[src/rtl/mdc_pkg.sv]
// package for the multichannel dma controller: register map, fields, types
package mdc_pkg;
   localparam int MDC_ADDR_W = 32;
   localparam int MDC_DATA_W = 32;
   localparam int MDC_CHANS = 32;
   localparam int MDC_CH_W = 5;
   // register byte offsets
   localparam logic [11:0] MDC_OFS_CFG = 12'h000;
   localparam logic [11:0] MDC_OFS_STAT = 12'h004;
   localparam logic [11:0] MDC_OFS_BASE = 12'h008;
   localparam logic [11:0] MDC_OFS_ALTBASE = 12'h00C;
   localparam logic [11:0] MDC_OFS_SWREQ = 12'h014;
   localparam logic [11:0] MDC_OFS_ATTR_SET = 12'h018;
   localparam logic [11:0] MDC_OFS_ATTR_CLR = 12'h01C;
   localparam logic [11:0] MDC_OFS_ATTR = 12'h020;
   localparam logic [11:0] MDC_OFS_EN_SET = 12'h028;
   localparam logic [11:0] MDC_OFS_EN_CLR = 12'h02C;
   localparam logic [11:0] MDC_OFS_EN = 12'h030;
   localparam logic [11:0] MDC_OFS_ERR = 12'h04C;
   localparam logic [11:0] MDC_OFS_DONE = 12'h050;
   localparam logic [11:0] MDC_OFS_WIN = 12'h00F;
   // table geometry
   localparam int MDC_TABLE_BYTES = 1024;
   localparam int MDC_DESC_BYTES = 16;
   localparam logic [31:0] MDC_BASE_MASK = 32'hFFFF_FC00;
   localparam logic [31:0] MDC_ALT_OFS = 32'h0000_0200;
   localparam logic [3:0] MDC_W_SRC = 4'h0;
   localparam logic [3:0] MDC_W_DST = 4'h4;
   localparam logic [3:0] MDC_W_CTL = 4'h8;
   // control word fields
   localparam int MDC_CTL_MODE_LO = 0;
   localparam int MDC_CTL_CNT_LO = 4;
   localparam int MDC_CTL_SSIZE_LO = 24;
   localparam int MDC_CTL_SINC_LO = 26;
   localparam int MDC_CTL_DINC_LO = 30;
   localparam logic [2:0] MDC_MODE_STOP = 3'h0;
   localparam logic [2:0] MDC_MODE_BASIC = 3'h1;
   localparam logic [2:0] MDC_MODE_AUTO = 3'h2;
   localparam logic [2:0] MDC_MODE_PINGPONG = 3'h3;
   localparam logic [1:0] MDC_SIZE_8 = 2'h0;
   localparam logic [1:0] MDC_SIZE_16 = 2'h1;
   localparam logic [1:0] MDC_SIZE_32 = 2'h2;
   localparam logic [1:0] MDC_INC_NONE = 2'h3;
   localparam logic [1:0] MDC_RESP_OKAY = 2'h0;
   localparam logic [1:0] MDC_RESP_SLVERR = 2'h2;
   localparam logic [1:0] MDC_RESP_DECERR = 2'h3;
   typedef struct packed {
      logic [1:0] dinc;
      logic [1:0] dsize;
      logic [1:0] sinc;
      logic [1:0] ssize;
      logic [19:0] count_m1;
      logic alt_flag;
      logic [2:0] mode;
   } mdc_ctl_type;
   // simple memory master request/answer
   typedef struct packed {
      logic valid;
      logic write;
      logic [31:0] addr;
      logic [31:0] wdata;
      logic [3:0] strb;
   } mdc_mreq_type;
   typedef struct packed {
      logic ready;
      logic rvalid;
      logic [31:0] rdata;
      logic error;
   } mdc_mrsp_type;
endpackage

[src/rtl/mdc_top.sv]
// multichannel dma controller with axi4-lite registers and memory master
`timescale 1ns/1ps
`default_nettype none
module mdc_top
   import mdc_pkg::*;
#(
   parameter int CHANS = MDC_CHANS
) (
   input wire logic aclk,
   input wire logic aresetn,
   input wire logic [11:0] s_axi_awaddr,
   input wire logic s_axi_awvalid,
   output logic s_axi_awready,
   input wire logic [31:0] s_axi_wdata,
   input wire logic [3:0] s_axi_wstrb,
   input wire logic s_axi_wvalid,
   output logic s_axi_wready,
   output logic [1:0] s_axi_bresp,
   output logic s_axi_bvalid,
   input wire logic s_axi_bready,
   input wire logic [11:0] s_axi_araddr,
   input wire logic s_axi_arvalid,
   output logic s_axi_arready,
   output logic [31:0] s_axi_rdata,
   output logic [1:0] s_axi_rresp,
   output logic s_axi_rvalid,
   input wire logic s_axi_rready,
   output mdc_mreq_type m_req,
   input wire mdc_mrsp_type m_rsp,
   input wire logic [CHANS-1:0] periph_req,
   output logic [CHANS-1:0] periph_done,
   output logic irq
);
   typedef enum logic [6:0] {
      ST_IDLE = 7'b0000001,
      ST_FETCH = 7'b0000010,
      ST_READ = 7'b0000100,
      ST_WRITE = 7'b0001000,
      ST_WBACK = 7'b0010000,
      ST_ERR = 7'b0100000,
      ST_NEXT = 7'b1000000
   } mdc_state_type;

   mdc_state_type state_reg;
   logic master_en_reg;
   logic [31:0] base_reg;
   logic [CHANS-1:0] attr_reg, chan_en_reg, swreq_reg, sw_done_reg, run_alt_reg;
   logic [CHANS-1:0] pdone_reg;
   logic err_reg;
   logic [4:0] ch_reg;
   logic [1:0] word_reg;
   logic [31:0] src_end_reg, dst_end_reg, data_reg;
   mdc_ctl_type ctl_reg;
   logic [19:0] idx_reg;
   logic [1:0] sel_reg;
   logic auto_run_reg;
   logic sw_run_reg;
   logic aw_got_reg, w_got_reg;
   logic [11:0] awaddr_reg;
   logic [31:0] wdata_reg;
   mdc_mreq_type req_reg;

   function automatic logic [31:0] item_addr(input logic [31:0] end_ptr,
         input logic [1:0] inc, input logic [19:0] left);
      logic [31:0] back;
      back = {12'h000, left} << inc;
      item_addr = (inc == MDC_INC_NONE) ? end_ptr : end_ptr - back;
   endfunction

   function automatic logic [31:0] desc_addr(input logic [31:0] base,
         input logic alt, input logic [4:0] ch, input logic [3:0] w);
      desc_addr = (base & MDC_BASE_MASK) | (alt ? MDC_ALT_OFS : 32'h0)
         | {23'h0, ch, w};
   endfunction

   // pending request: software, or peripheral line where attributes allow
   logic [CHANS-1:0] pending;
   logic any_pend;
   logic [4:0] pick;
   always_comb begin
      pending = chan_en_reg & (swreq_reg | (periph_req & ~attr_reg));
      any_pend = |pending;
      pick = 5'h0;
      for (int i = CHANS - 1; i >= 0; i--) begin
         if (pending[i]) begin
            pick = 5'(i);
         end
      end
   end

   // register bus: write path
   logic wr_fire, rd_fire;
   assign wr_fire = aw_got_reg && w_got_reg && !s_axi_bvalid;
   assign rd_fire = s_axi_arvalid && s_axi_arready;

   always_ff @(posedge aclk) begin
      if (!aresetn) begin
         aw_got_reg <= 1'b0;
         w_got_reg <= 1'b0;
         awaddr_reg <= 12'h000;
         wdata_reg <= 32'h0000_0000;
         s_axi_awready <= 1'b0;
         s_axi_wready <= 1'b0;
         s_axi_bvalid <= 1'b0;
         s_axi_bresp <= MDC_RESP_OKAY;
      end else begin
         s_axi_awready <= !aw_got_reg && !s_axi_awready && s_axi_awvalid;
         s_axi_wready <= !w_got_reg && !s_axi_wready && s_axi_wvalid;
         if (s_axi_awvalid && s_axi_awready) begin
            aw_got_reg <= 1'b1;
            awaddr_reg <= s_axi_awaddr;
         end
         if (s_axi_wvalid && s_axi_wready) begin
            w_got_reg <= 1'b1;
            wdata_reg <= s_axi_wdata;
         end
         if (wr_fire) begin
            aw_got_reg <= 1'b0;
            w_got_reg <= 1'b0;
            s_axi_bvalid <= 1'b1;
            s_axi_bresp <= (awaddr_reg > MDC_OFS_DONE) ? MDC_RESP_DECERR : MDC_RESP_OKAY;
         end else if (s_axi_bvalid && s_axi_bready) begin
            s_axi_bvalid <= 1'b0;
         end
      end
   end

   function automatic logic wr_hit(input logic [11:0] a, input logic [11:0] ofs);
      wr_hit = (a & ~MDC_OFS_WIN[11:0] | (a & 12'h000)) == ofs;
   endfunction

   logic done_evt;
   logic [4:0] done_ch;
   logic halt_evt;
   assign done_evt = (state_reg == ST_WBACK) && m_rsp.ready && (ctl_reg.mode == MDC_MODE_STOP);
   assign done_ch = ch_reg;
   // any write leaves wstrb ignored: every register is a full word

   always_ff @(posedge aclk) begin
      if (!aresetn) begin
         master_en_reg <= 1'b0;
         base_reg <= 32'h0000_0000;
         attr_reg <= '0;
      end else if (wr_fire) begin
         if (awaddr_reg == MDC_OFS_CFG) master_en_reg <= wdata_reg[0];
         if (awaddr_reg == MDC_OFS_BASE) base_reg <= wdata_reg & MDC_BASE_MASK;
         if (awaddr_reg == MDC_OFS_ATTR_SET) attr_reg <= attr_reg | wdata_reg[CHANS-1:0];
         if (awaddr_reg == MDC_OFS_ATTR_CLR) attr_reg <= attr_reg & ~wdata_reg[CHANS-1:0];
      end
   end

   // channel enables: software set/clear, hardware clear on completion
   always_ff @(posedge aclk) begin
      if (!aresetn) begin
         chan_en_reg <= '0;
      end else begin
         for (int i = 0; i < CHANS; i++) begin
            if (done_evt && done_ch == 5'(i)) chan_en_reg[i] <= 1'b0;
            if (wr_fire && awaddr_reg == MDC_OFS_EN_CLR && wdata_reg[i]) chan_en_reg[i] <= 1'b0;
            if (wr_fire && awaddr_reg == MDC_OFS_EN_SET && wdata_reg[i]) chan_en_reg[i] <= 1'b1;
         end
      end
   end

   // software requests held until the channel is served or disabled
   always_ff @(posedge aclk) begin
      if (!aresetn) begin
         swreq_reg <= '0;
      end else begin
         for (int i = 0; i < CHANS; i++) begin
            if (!chan_en_reg[i] || (state_reg == ST_FETCH && ch_reg == 5'(i))) swreq_reg[i] <= 1'b0;
            if (wr_fire && awaddr_reg == MDC_OFS_SWREQ && wdata_reg[i]) swreq_reg[i] <= 1'b1;
         end
      end
   end

   // completion status: software done flags held until read, reading the done register services it
   always_ff @(posedge aclk) begin
      if (!aresetn) begin
         sw_done_reg <= '0;
         pdone_reg <= '0;
         err_reg <= 1'b0;
      end else begin
         for (int i = 0; i < CHANS; i++) begin
            pdone_reg[i] <= done_evt && done_ch == 5'(i) && !sw_run_reg;
            if (rd_fire && s_axi_araddr == MDC_OFS_DONE) sw_done_reg[i] <= 1'b0;
            if (done_evt && done_ch == 5'(i) && sw_run_reg) sw_done_reg[i] <= 1'b1;
         end
         if (wr_fire && awaddr_reg == MDC_OFS_ERR && wdata_reg[0]) err_reg <= 1'b0;
         if (state_reg == ST_ERR) err_reg <= 1'b1;
      end
   end

   always_ff @(posedge aclk) begin
      if (!aresetn) begin
         irq <= 1'b0;
         periph_done <= '0;
      end else begin
         irq <= err_reg || (|sw_done_reg);
         periph_done <= pdone_reg;
      end
   end

   // register bus: read path, one cycle answer
   always_ff @(posedge aclk) begin
      if (!aresetn) begin
         s_axi_arready <= 1'b0;
         s_axi_rvalid <= 1'b0;
         s_axi_rdata <= 32'h0000_0000;
         s_axi_rresp <= MDC_RESP_OKAY;
      end else begin
         s_axi_arready <= !s_axi_arready && !s_axi_rvalid && s_axi_arvalid;
         if (rd_fire) begin
            s_axi_rvalid <= 1'b1;
            s_axi_rresp <= MDC_RESP_OKAY;
            case (s_axi_araddr)
               MDC_OFS_CFG: s_axi_rdata <= {31'h0, master_en_reg};
               MDC_OFS_STAT: s_axi_rdata <= {20'h0, ctl_reg.mode, ch_reg, 3'h0, master_en_reg};
               MDC_OFS_BASE: s_axi_rdata <= base_reg;
               MDC_OFS_ALTBASE: s_axi_rdata <= base_reg | MDC_ALT_OFS;
               MDC_OFS_ATTR: s_axi_rdata <= 32'(attr_reg);
               MDC_OFS_EN: s_axi_rdata <= 32'(chan_en_reg);
               MDC_OFS_ERR: s_axi_rdata <= {31'h0, err_reg};
               MDC_OFS_DONE: s_axi_rdata <= 32'(sw_done_reg);
               default: begin
                  s_axi_rdata <= 32'h0000_0000;
                  if (s_axi_araddr > MDC_OFS_DONE) s_axi_rresp <= MDC_RESP_DECERR;
               end
            endcase
         end else if (s_axi_rvalid && s_axi_rready) begin
            s_axi_rvalid <= 1'b0;
         end
      end
   end

   // transfer engine
   logic [31:0] lane_wdata;
   logic [3:0] lane_strb;
   logic [31:0] s_addr, d_addr;
   assign s_addr = item_addr(src_end_reg, ctl_reg.sinc, idx_reg);
   assign d_addr = item_addr(dst_end_reg, ctl_reg.dinc, idx_reg);
   assign halt_evt = !master_en_reg || !chan_en_reg[ch_reg];

   mdc_lane u_lane (
      .size(ctl_reg.ssize),
      .addr_lo(d_addr[1:0]),
      .rdata(data_reg),
      .src_lo(s_addr[1:0]),
      .wdata(lane_wdata),
      .strb(lane_strb)
   );

   always_ff @(posedge aclk) begin
      if (!aresetn) begin
         state_reg <= ST_IDLE;
         ch_reg <= 5'h0;
         word_reg <= 2'h0;
         src_end_reg <= 32'h0;
         dst_end_reg <= 32'h0;
         data_reg <= 32'h0;
         ctl_reg <= '0;
         idx_reg <= 20'h0;
         auto_run_reg <= 1'b0;
         sw_run_reg <= 1'b0;
         run_alt_reg <= '0;
         req_reg <= '0;
      end else begin
         case (state_reg)
            ST_IDLE: begin
               if (master_en_reg && any_pend) begin
                  ch_reg <= pick;
                  auto_run_reg <= swreq_reg[pick];
                  // origin kept apart from auto mode: peripheral auto runs report on their line
                  sw_run_reg <= swreq_reg[pick];
                  word_reg <= 2'h0;
                  req_reg <= '{valid: 1'b1, write: 1'b0, strb: 4'hF, wdata: 32'h0,
                     addr: desc_addr(base_reg, run_alt_reg[pick], pick, MDC_W_SRC)};
                  state_reg <= ST_FETCH;
               end
            end
            ST_FETCH: begin
               if (m_rsp.error) begin
                  req_reg.valid <= 1'b0;
                  state_reg <= ST_ERR;
               end else if (m_rsp.rvalid) begin
                  word_reg <= word_reg + 2'h1;
                  req_reg.addr <= req_reg.addr + 32'h4;
                  if (word_reg == 2'h0) src_end_reg <= m_rsp.rdata;
                  if (word_reg == 2'h1) dst_end_reg <= m_rsp.rdata;
                  if (word_reg == 2'h2) begin
                     ctl_reg <= mdc_ctl_type'(m_rsp.rdata);
                     idx_reg <= m_rsp.rdata[MDC_CTL_CNT_LO +: 20];
                     if (m_rsp.rdata[2:0] == MDC_MODE_AUTO) auto_run_reg <= 1'b1;
                     // a stopped descriptor leaves no request dangling in idle
                     req_reg <= '{valid: m_rsp.rdata[2:0] != MDC_MODE_STOP, write: 1'b0,
                        strb: 4'hF, wdata: 32'h0,
                        addr: item_addr(src_end_reg, m_rsp.rdata[MDC_CTL_SINC_LO +: 2],
                        m_rsp.rdata[MDC_CTL_CNT_LO +: 20])};
                     state_reg <= (m_rsp.rdata[2:0] == MDC_MODE_STOP) ? ST_IDLE : ST_READ;
                  end
               end
            end
            ST_READ: begin
               if (m_rsp.error) begin
                  req_reg.valid <= 1'b0;
                  state_reg <= ST_ERR;
               end else if (m_rsp.rvalid) begin
                  data_reg <= m_rsp.rdata;
                  req_reg <= '{valid: 1'b0, write: 1'b1, strb: 4'hF, wdata: 32'h0, addr: d_addr};
                  state_reg <= ST_WRITE;
               end
            end
            ST_WRITE: begin
               if (!req_reg.valid) begin
                  req_reg.valid <= 1'b1;
                  req_reg.wdata <= lane_wdata;
                  req_reg.strb <= lane_strb;
               end else if (m_rsp.error) begin
                  req_reg.valid <= 1'b0;
                  state_reg <= ST_ERR;
               end else if (m_rsp.ready) begin
                  req_reg.valid <= 1'b0;
                  state_reg <= ST_NEXT;
               end
            end
            ST_NEXT: begin
               if (idx_reg == 20'h0) begin
                  // count reads zero and mode stopped when written back
                  ctl_reg.count_m1 <= 20'h0;
                  ctl_reg.mode <= MDC_MODE_STOP;
                  req_reg <= '{valid: 1'b1, write: 1'b1, strb: 4'hF,
                     wdata: {ctl_reg[31:24], 20'h0, ctl_reg.alt_flag, MDC_MODE_STOP},
                     addr: desc_addr(base_reg, run_alt_reg[ch_reg], ch_reg, MDC_W_CTL)};
                  state_reg <= ST_WBACK;
               end else if (halt_evt
                     || (!auto_run_reg && !periph_req[ch_reg])) begin
                  // pause: remaining count saved so it reads back live
                  ctl_reg.count_m1 <= idx_reg - 20'h1;
                  req_reg <= '{valid: 1'b1, write: 1'b1, strb: 4'hF,
                     wdata: {ctl_reg[31:24], idx_reg - 20'h1, ctl_reg[3:0]},
                     addr: desc_addr(base_reg, run_alt_reg[ch_reg], ch_reg, MDC_W_CTL)};
                  state_reg <= ST_WBACK;
               end else begin
                  idx_reg <= idx_reg - 20'h1;
                  req_reg <= '{valid: 1'b1, write: 1'b0, strb: 4'hF, wdata: 32'h0,
                     addr: item_addr(src_end_reg, ctl_reg.sinc, idx_reg - 20'h1)};
                  state_reg <= ST_READ;
               end
            end
            ST_WBACK: begin
               if (m_rsp.error) begin
                  req_reg.valid <= 1'b0;
                  state_reg <= ST_ERR;
               end else if (m_rsp.ready) begin
                  req_reg.valid <= 1'b0;
                  // descriptors with alt_flag set flip to the other descriptor once they complete
                  if (ctl_reg.mode == MDC_MODE_STOP && ctl_reg.alt_flag)
                     run_alt_reg[ch_reg] <= ~run_alt_reg[ch_reg];
                  state_reg <= ST_IDLE;
               end
            end
            ST_ERR: begin
               state_reg <= ST_IDLE;
            end
            default: state_reg <= ST_IDLE;
         endcase
      end
   end

   assign m_req = req_reg;
   // flash is never addressed: lists must be in sram for the read path
   // are software obligations

endmodule // mdc_top
`default_nettype wire

[src/rtl/mdc_lane.sv]
// byte lane placement for an item of 8, 16 or 32 bits
`timescale 1ns/1ps
`default_nettype none
module mdc_lane
   import mdc_pkg::*;
(
   input wire logic [1:0] size,
   input wire logic [1:0] addr_lo,
   input wire logic [31:0] rdata,
   input wire logic [1:0] src_lo,
   output logic [31:0] wdata,
   output logic [3:0] strb
);
   logic [31:0] item;
   always_comb begin
      item = rdata >> {src_lo, 3'h0};
      wdata = item << {addr_lo, 3'h0};
      case (size)
         MDC_SIZE_8: strb = 4'h1 << addr_lo;
         MDC_SIZE_16: strb = 4'h3 << {addr_lo[1], 1'b0};
         default: strb = 4'hF;
      endcase
   end
endmodule // mdc_lane
`default_nettype wire

[config.mk]
export PLATFORM = sky130hd
export DESIGN_NAME = mdc_top
export DESIGN_NICKNAME = d
export VERILOG_FILES = /design/src/rtl/mdc_pkg.sv /design/src/rtl/mdc_top.sv /design/src/rtl/mdc_lane.sv
export SDC_FILE = /design/constraint.sdc
export NUM_CORES = 2
export LEC_CHECK = 0
export BUFFER_PORTS_ARGS = -buffer_cell sky130_fd_sc_hd__buf_4
export CAP_MARGIN = 20
export CORE_MARGIN = 4
export CORE_UTILIZATION = 60
export CTS_CLUSTER_DIAMETER = 50
export CTS_CLUSTER_SIZE = 24
export DETAILED_ROUTE_END_ITERATION = 12
export PLACE_DENSITY = 0.8
export REMOVE_ABC_BUFFERS = 1
export SLEW_MARGIN = 20
export SYNTH_ARGS = -nofsm -noshare
export SYNTH_HDL_FRONTEND = slang
export SYNTH_SLANG_ARGS = --single-unit
export TNS_END_PERCENT = 50
[constraint.sdc]
create_clock -name aclk -period 9.65 [get_ports aclk]
set_input_delay 0.965 -clock aclk [delete_from_list [all_inputs] [get_ports aclk]]
set_output_delay 0.965 -clock aclk [all_outputs]
set_load 0.05 [all_outputs]
## After elaboration in Yosys (flattened, before gate mapping)

Index checks and enable logic that the tools add are counted.

- Input port bits: 134
- Flip-flop bits (word level): 550

- Equal/unequal tests: 76
- Magnitude comparators: 5
- Add/sub/neg operators: 7
- Multiplexer cells: 312
- Shift operators: 8
- Reduce and logical (&&, ||, !) cells: 464
- Bitwise operators: 14

Operators by type and width:

| kind | number |
|---|---|
| $mux W70 | 4 |
| $mux W69 | 4 |
| $pmux W32 S8 | 1 |
| $logic_and A1 B1 Y1 | 249 |
| $mux W1 | 217 |
| $pmux W36 S5 | 1 |
| $mux W5 | 34 |
| $mux W32 | 5 |
| $reduce_bool A2 Y1 | 70 |
| $pmux W33 S4 | 1 |
| $mux W20 | 5 |
| $reduce_bool A3 Y1 | 33 |
| $and A32 B32 Y32 | 3 |
| $shl A20 B2 Y32 | 3 |
| $sub A32 B32 Y32 | 3 |
| $eq A5 B5 Y1 const B | 16 |
| $mux W7 | 11 |
| $not A32 Y32 | 2 |
| $or A32 B10 Y32 | 2 |
| $or A32 B32 Y32 | 2 |
| $or A32 B9 Y32 | 2 |
| $reduce_or A32 Y1 | 2 |
| $eq A12 B6 Y1 const B | 4 |
| $logic_not A1 Y1 | 44 |
| other kinds (67) | 168 |

## Longest topological paths before layout

- Depth after elaboration: 43
- Depth in mapped cells: 24

## Cells and area by module

From an unflattened synthesis, not the netlist that was laid out.

- Cell total of the unflattened synthesis: 4071
- Area, all modules: 32053.2 µm²

Modules (own cells, without submodules):

| module | area each (µm²) | cells each | times used |
|---|---|---|---|
| mdc_top | 30927.2 | 3894 | 1 |
| mdc_lane | 1126.1 | 177 | 1 |

## Least setup slack after synthesis

Ideal clock, no wire load.

- Path type: register to register
- Start point: register idx_reg[2]
- End point: register req_reg, in the netlist m_req[62]
- Library setup time: 0.119 ns
- Path slack: 5.100 ns
- Clock period less this slack: 4.550 ns
- Data arrival time: 4.431 ns
- Cell stages (with the launch flop): 23
- Path through: dfxtp_1 -> clkbuf_1 -> nor4_1 -> nand2_1 -> or3_1 -> clkbuf_1 -> or2_2 -> clkbuf_1 -> nor2b_1 -> xnor2_1 -> mux2i_1 -> mux2i_1 -> ha_1 -> nor2b_1 -> o21ai_0 -> o21bai_1 -> a21oi_1 -> a21oi_1 -> nor4_1 -> xor2_1 -> a221oi_2 -> o21ai_1 -> o221a_1

- Longest elaborated chain between the ends: 7

Ends and longest elaborated chain:

| item | line | source |
|---|---|---|
| from (decl) | mdc_top.sv:54 | `logic [19:0] idx_reg;` |
| from (signal assigned) | mdc_top.sv:292 | `idx_reg <= m_rsp.rdata[MDC_CTL_CNT_LO +: 20];` |
| from (signal assigned) | mdc_top.sv:344 | `idx_reg <= idx_reg - 20'h1;` |
| $sub A20 B1 Y20 | mdc_top.sv:346 | `addr: item_addr(src_end_reg, ctl_reg.sinc, idx_reg - 20'h1)};` |
| $shl A20 B2 Y32 | mdc_top.sv:66 | `back = {12'h000, left} << inc;` |
| $sub A32 B32 Y32 | mdc_top.sv:67 | `item_addr = (inc == MDC_INC_NONE) ? end_ptr : end_ptr - back;` |
| $mux W32 | mdc_top.sv:67 |  |
| $mux W69 | mdc_top.sv:335 | `end else if (halt_evt` |
| $mux W69 | mdc_top.sv:327 | `if (idx_reg == 20'h0) begin` |
| $pmux W33 S4 (*) | mdc_top.sv:268 | `case (state_reg)` |
| to (signal assigned) | mdc_top.sv:276 | `req_reg <= '{valid: 1'b1, write: 1'b0, strb: 4'hF, wdata: 32'h0,` |
| to (signal assigned) | mdc_top.sv:331 | `req_reg <= '{valid: 1'b1, write: 1'b1, strb: 4'hF,` |
| to (signal assigned) | mdc_top.sv:339 | `req_reg <= '{valid: 1'b1, write: 1'b1, strb: 4'hF,` |
| to (decl) | mdc_top.sv:61 | `mdc_mreq_type req_reg;` |

Mark *: on every way between the ends. The rest lies on a longest branch, timed or not. The select of a mux whose other input is x is not followed.
A chain may end at the register's enable or synchronous reset.

## Worst setup path after layout

- Start point: register idx_reg[0]
- End point: register req_reg, in the netlist m_req[62]

Same word-level chain as after synthesis.

==> key figures <==
Logic synthesis
  • Library cell occupying the most area in the post-synthesis netlist: dfxtp_1
  • Post-synth top area share: 0.332
  • Register bit total from synthesis: 548
  • Most used DFF post-synth: dfxtp_1
  • Async set or reset register ratio after synthesis: 0
  • Number of cells produced by synthesis: 4,154
  • Proportion of synthesized chip area in sequential cells: 0.332
  • Mean cell area of the mapped netlist: 7.96 um2
  • Combined area of all synthesized cells: 0.0330 mm2
  • Ys Warns: 0
  • Distinct cells, synth: 92
  • Dominant cells by area after synthesis: dfxtp_1 33%, nand2_1 8.4%, mux2i_1 5.2%
  • EDFF count, synth: 0

CTS
  • Deepest clock path buffer count: 3
  • Library cell used as clock root buffer: clkbuf_16
  • CTS hold repair buffers: 0
  • Number of gates resized after CTS: 0
  • Later-pin clock latency in the skew report: 0.66 ns
  • Clock Sinks: 548
  • Post-CTS repair timing setup buffer count: 0
  • TritonCTS clock tree: done
  • Clock-pin transition on the worst setup and hold timing paths: 0.07 ns
  • TritonCTS Buffers: 56
  • CTS H-Tree Depth: 2

Global route
  • Pin count of the biggest net entering global routing: 149
  • Number of global-route vias before repair: 30,100
  • Global-route congestion overflow total: 0
  • Global-route wire length before repair: 178 mm
  • Overall track demand over capacity in global routing: 0.381
  • Number of antenna violations at the first check in global routing: 2

Worst setup path
  • Arrival time worst endpoint: 5.95 ns
  • Classification of the worst setup path: register to register
  • Endpoint required time on the critical path: 10.19 ns
  • Type of element launching the critical path: register
  • Worst setup EP type: register
  • Crit-path max FO: 12
  • Number of cell instances on the worst register-to-register path: 19

Placement
  • Placement Cell Area: 0.0355 mm2
  • Routability congestion estimate: 1.05
  • PortBufs: 273
  • Detailed placer's ending HPWL: 85.0 mm

Power and ir drop
  • Leakage power figure: 0.0144 uW
  • IR drop worst, VDD: 0.148 mV
  • Combinational power share: 0.091
  • Switching portion of total power: 0.276
  • Clock network fraction of design power: 0.451
  • Power density over cell area: 136 mW/mm2
  • Total chip power: 5100 uW
  • Seq pwr share: 0.458
  • Internal power component: 3690 uW
  • Reported net switching power: 1410 uW

Final layout
  • Total number of nets in the final design: 4,481
  • Share of post-route cells with drive strength above 1: 0.134
  • Post-route standard cell area excluding fillers: 0.0375 mm2
  • Flip-flop count of the largest register after layout: 70
  • Area overhead of the layout relative to synthesis: 13.3%
  • Number of diodes added for antenna fixing: 0
  • Util after Layout: 0.692

STA
  • Hold Slack: 0.426 ns
  • Number of failing hold endpoints at the final stage: 0
  • Setup TNS after final layout: 0 ns
  • Peak clock frequency supported by timing: 185 MHz
  • Post-route minimum period: 5.42 ns
  • Normalized max-slew margin: 0.247
  • Number of failing setup endpoints in the final timing report: 0
  • Pins over their slew limit: 0
  • Setup repair after global routing missed its margin: no
  • Worst clock skew on the final layout: 0.0389 ns
  • Actual transition at the worst max-transition pin: 1.13 ns
  • Final worst-path cycle share: 0.561

Floorplan
  • Starting density of the core: 0.611
  • Num ports: 278
  • Placement row count: 85
  • Die width: 243 um
  • Vertical die dimension: 243 um
  • Total die area: 0.0589 mm2
  • Std-Cell Core Area: 0.0541 mm2

Run status
  • Status: complete, no violations

Detailed routing
  • Total Routed Length: 119 mm
  • Initial DRC Count: 5,296
  • Wirelength per Cell: 23.8 um
  • Post-route ant nets: 0
  • Drt via density: 6.70
  • Iteration count of the initial detailed-routing pass: 6
  • Residual DRC: 0
  • Via count: 33,600

Worst hold path
  • Class of the tightest hold or removal check: register to register
  • Number of cells traversed by the worst hold path: 1

Flow run
  • Number of max-cap violations: 0
[power groups by stage]
stage | Combinational (uW) | Sequential [uW] | Clock [uW]
after CTS | 455 | 2330 | 2300
after detailed placement | 454 | 2380 | 0
after global placement | 449 | 2380 | 0
after floorplan | 174 | 2450 | 0
after global routing | 490 | 2340 | 2390
final | 464 | 2330 | 2300
[layout by cell type, fill, tap and decap left out, drive strengths merged, types with 72 or more instances in the layout]
master / count
mux2i: 171
and2: 92
a21oi: 201
inv: 90
ha: 76
dfxtp: 548
nor2b: 178
nand3: 90
xnor2: 72
buf: 351
o21ai: 236
nand2: 740
nor2: 255
a21boi: 210
[per-layer routing]
layer / share of wire / vias to the layer above / GRT usage / routed length [um]
met4: 0.050 / 2 / 0.162 / 6010
met1: 0.39 / 15700 / 0.523 / 46300
met5: 0.00010 / - / 0 / 12
li1: - / 15100 / - / -
met3: 0.15 / 425 / 0.136 / 18500
met2: 0.41 / 2358 / 0.544 / 48500
[worst paths after layout]
kind,start,endpoint,slack (ns)
worst max-delay path,idx_reg[0],m_req[62],4.23
worst min-delay path,pdone_reg[30],periph_done[30],0.43
worst max register to register,idx_reg[0],m_req[62],4.23
worst min register to register,pdone_reg[30],periph_done[30],0.43
[synth_stat cells, types with 15 or more instances]
| cell type | number |
|---|---|
| nand2_1 | 740 |
| dfxtp_1 | 548 |
| nor2_1 | 254 |
| clkbuf_1 | 253 |
| o21ai_0 | 232 |
| a21boi_0 | 206 |
| a21oi_1 | 199 |
| nor2b_1 | 178 |
| mux2i_1 | 171 |
| and2_1 | 91 |
| nand3_1 | 89 |
| ha_1 | 76 |
| inv_1 | 72 |
| xnor2_1 | 72 |
| nor3_1 | 71 |
| o211ai_1 | 68 |
| a22oi_1 | 54 |
| o22ai_1 | 53 |
| a221oi_1 | 47 |
| mux4_2 | 46 |
| a211oi_1 | 43 |
| nand4_1 | 43 |
| a32oi_1 | 42 |
| xor2_1 | 36 |
| o211a_1 | 35 |
| nand2b_1 | 33 |
| a21o_1 | 31 |
| o21a_1 | 28 |
| a31oi_1 | 26 |
| nor4_1 | 24 |
| mux2_2 | 23 |
| buf_1 | 21 |
| and3_1 | 19 |
| or3_1 | 16 |
| nand3b_1 | 15 |
[worst max-delay path, cell delays in order (launching register included)]
cell	delay, ns
dfxtp_1	0.43
inv_1	0.19
ha_1	0.24
nand2_1	0.11
or3_1	0.42
or2_2	0.37
xnor2_1	0.36
mux2i_1	0.19
mux2i_1	0.23
ha_1	0.35
a21o_1	0.18
a2111oi_0	0.56
o21bai_1	0.16
a21oi_1	0.25
a21oi_1	0.18
nor4_1	0.40
xor2_1	0.15
a221oi_2	0.22
o21ai_1	0.09
o221a_1	0.23
[per-stage QoR]
stage | std cells | worst slack (ns)
2_1_floorplan | 3859 | 4.09
3_3_place_gp | 4904 | 4.44
3_5_place_dp | 4905 | 4.34
4_1_cts | 5011 | 4.38
5_1_grt | 5012 | 3.96
6_report | 5012 | 4.23
[layout make-up]
| cell class | instances | area (um2) |
|---|---|---|
| Multi-Input combinational cell | 3236 | 20700 |
| Fill cell | 4451 | 16700 |
| Sequential cell | 548 | 11000 |
| Timing Repair Buffer | 351 | 2660 |
| Clock buffer | 67 | 1520 |
| Tap cell | 696 | 871 |
| Clock inverter | 39 | 415 |
| Inverter | 75 | 282 |
[logic make-up after synthesis]
| family | synth area share |
|---|---|
| AO/OA/AOI/OAI | 0.244 |
| XOR/XNOR | 0.0286 |
| adder cells (fa/ha/maj) | 0.0306 |
| buffers and inverters | 0.0438 |
| flip-flops | 0.332 |
| multiplexers | 0.0910 |
| AND/OR/NAND/NOR | 0.230 |
Note: power is estimated with default switching activity, not from simulation.
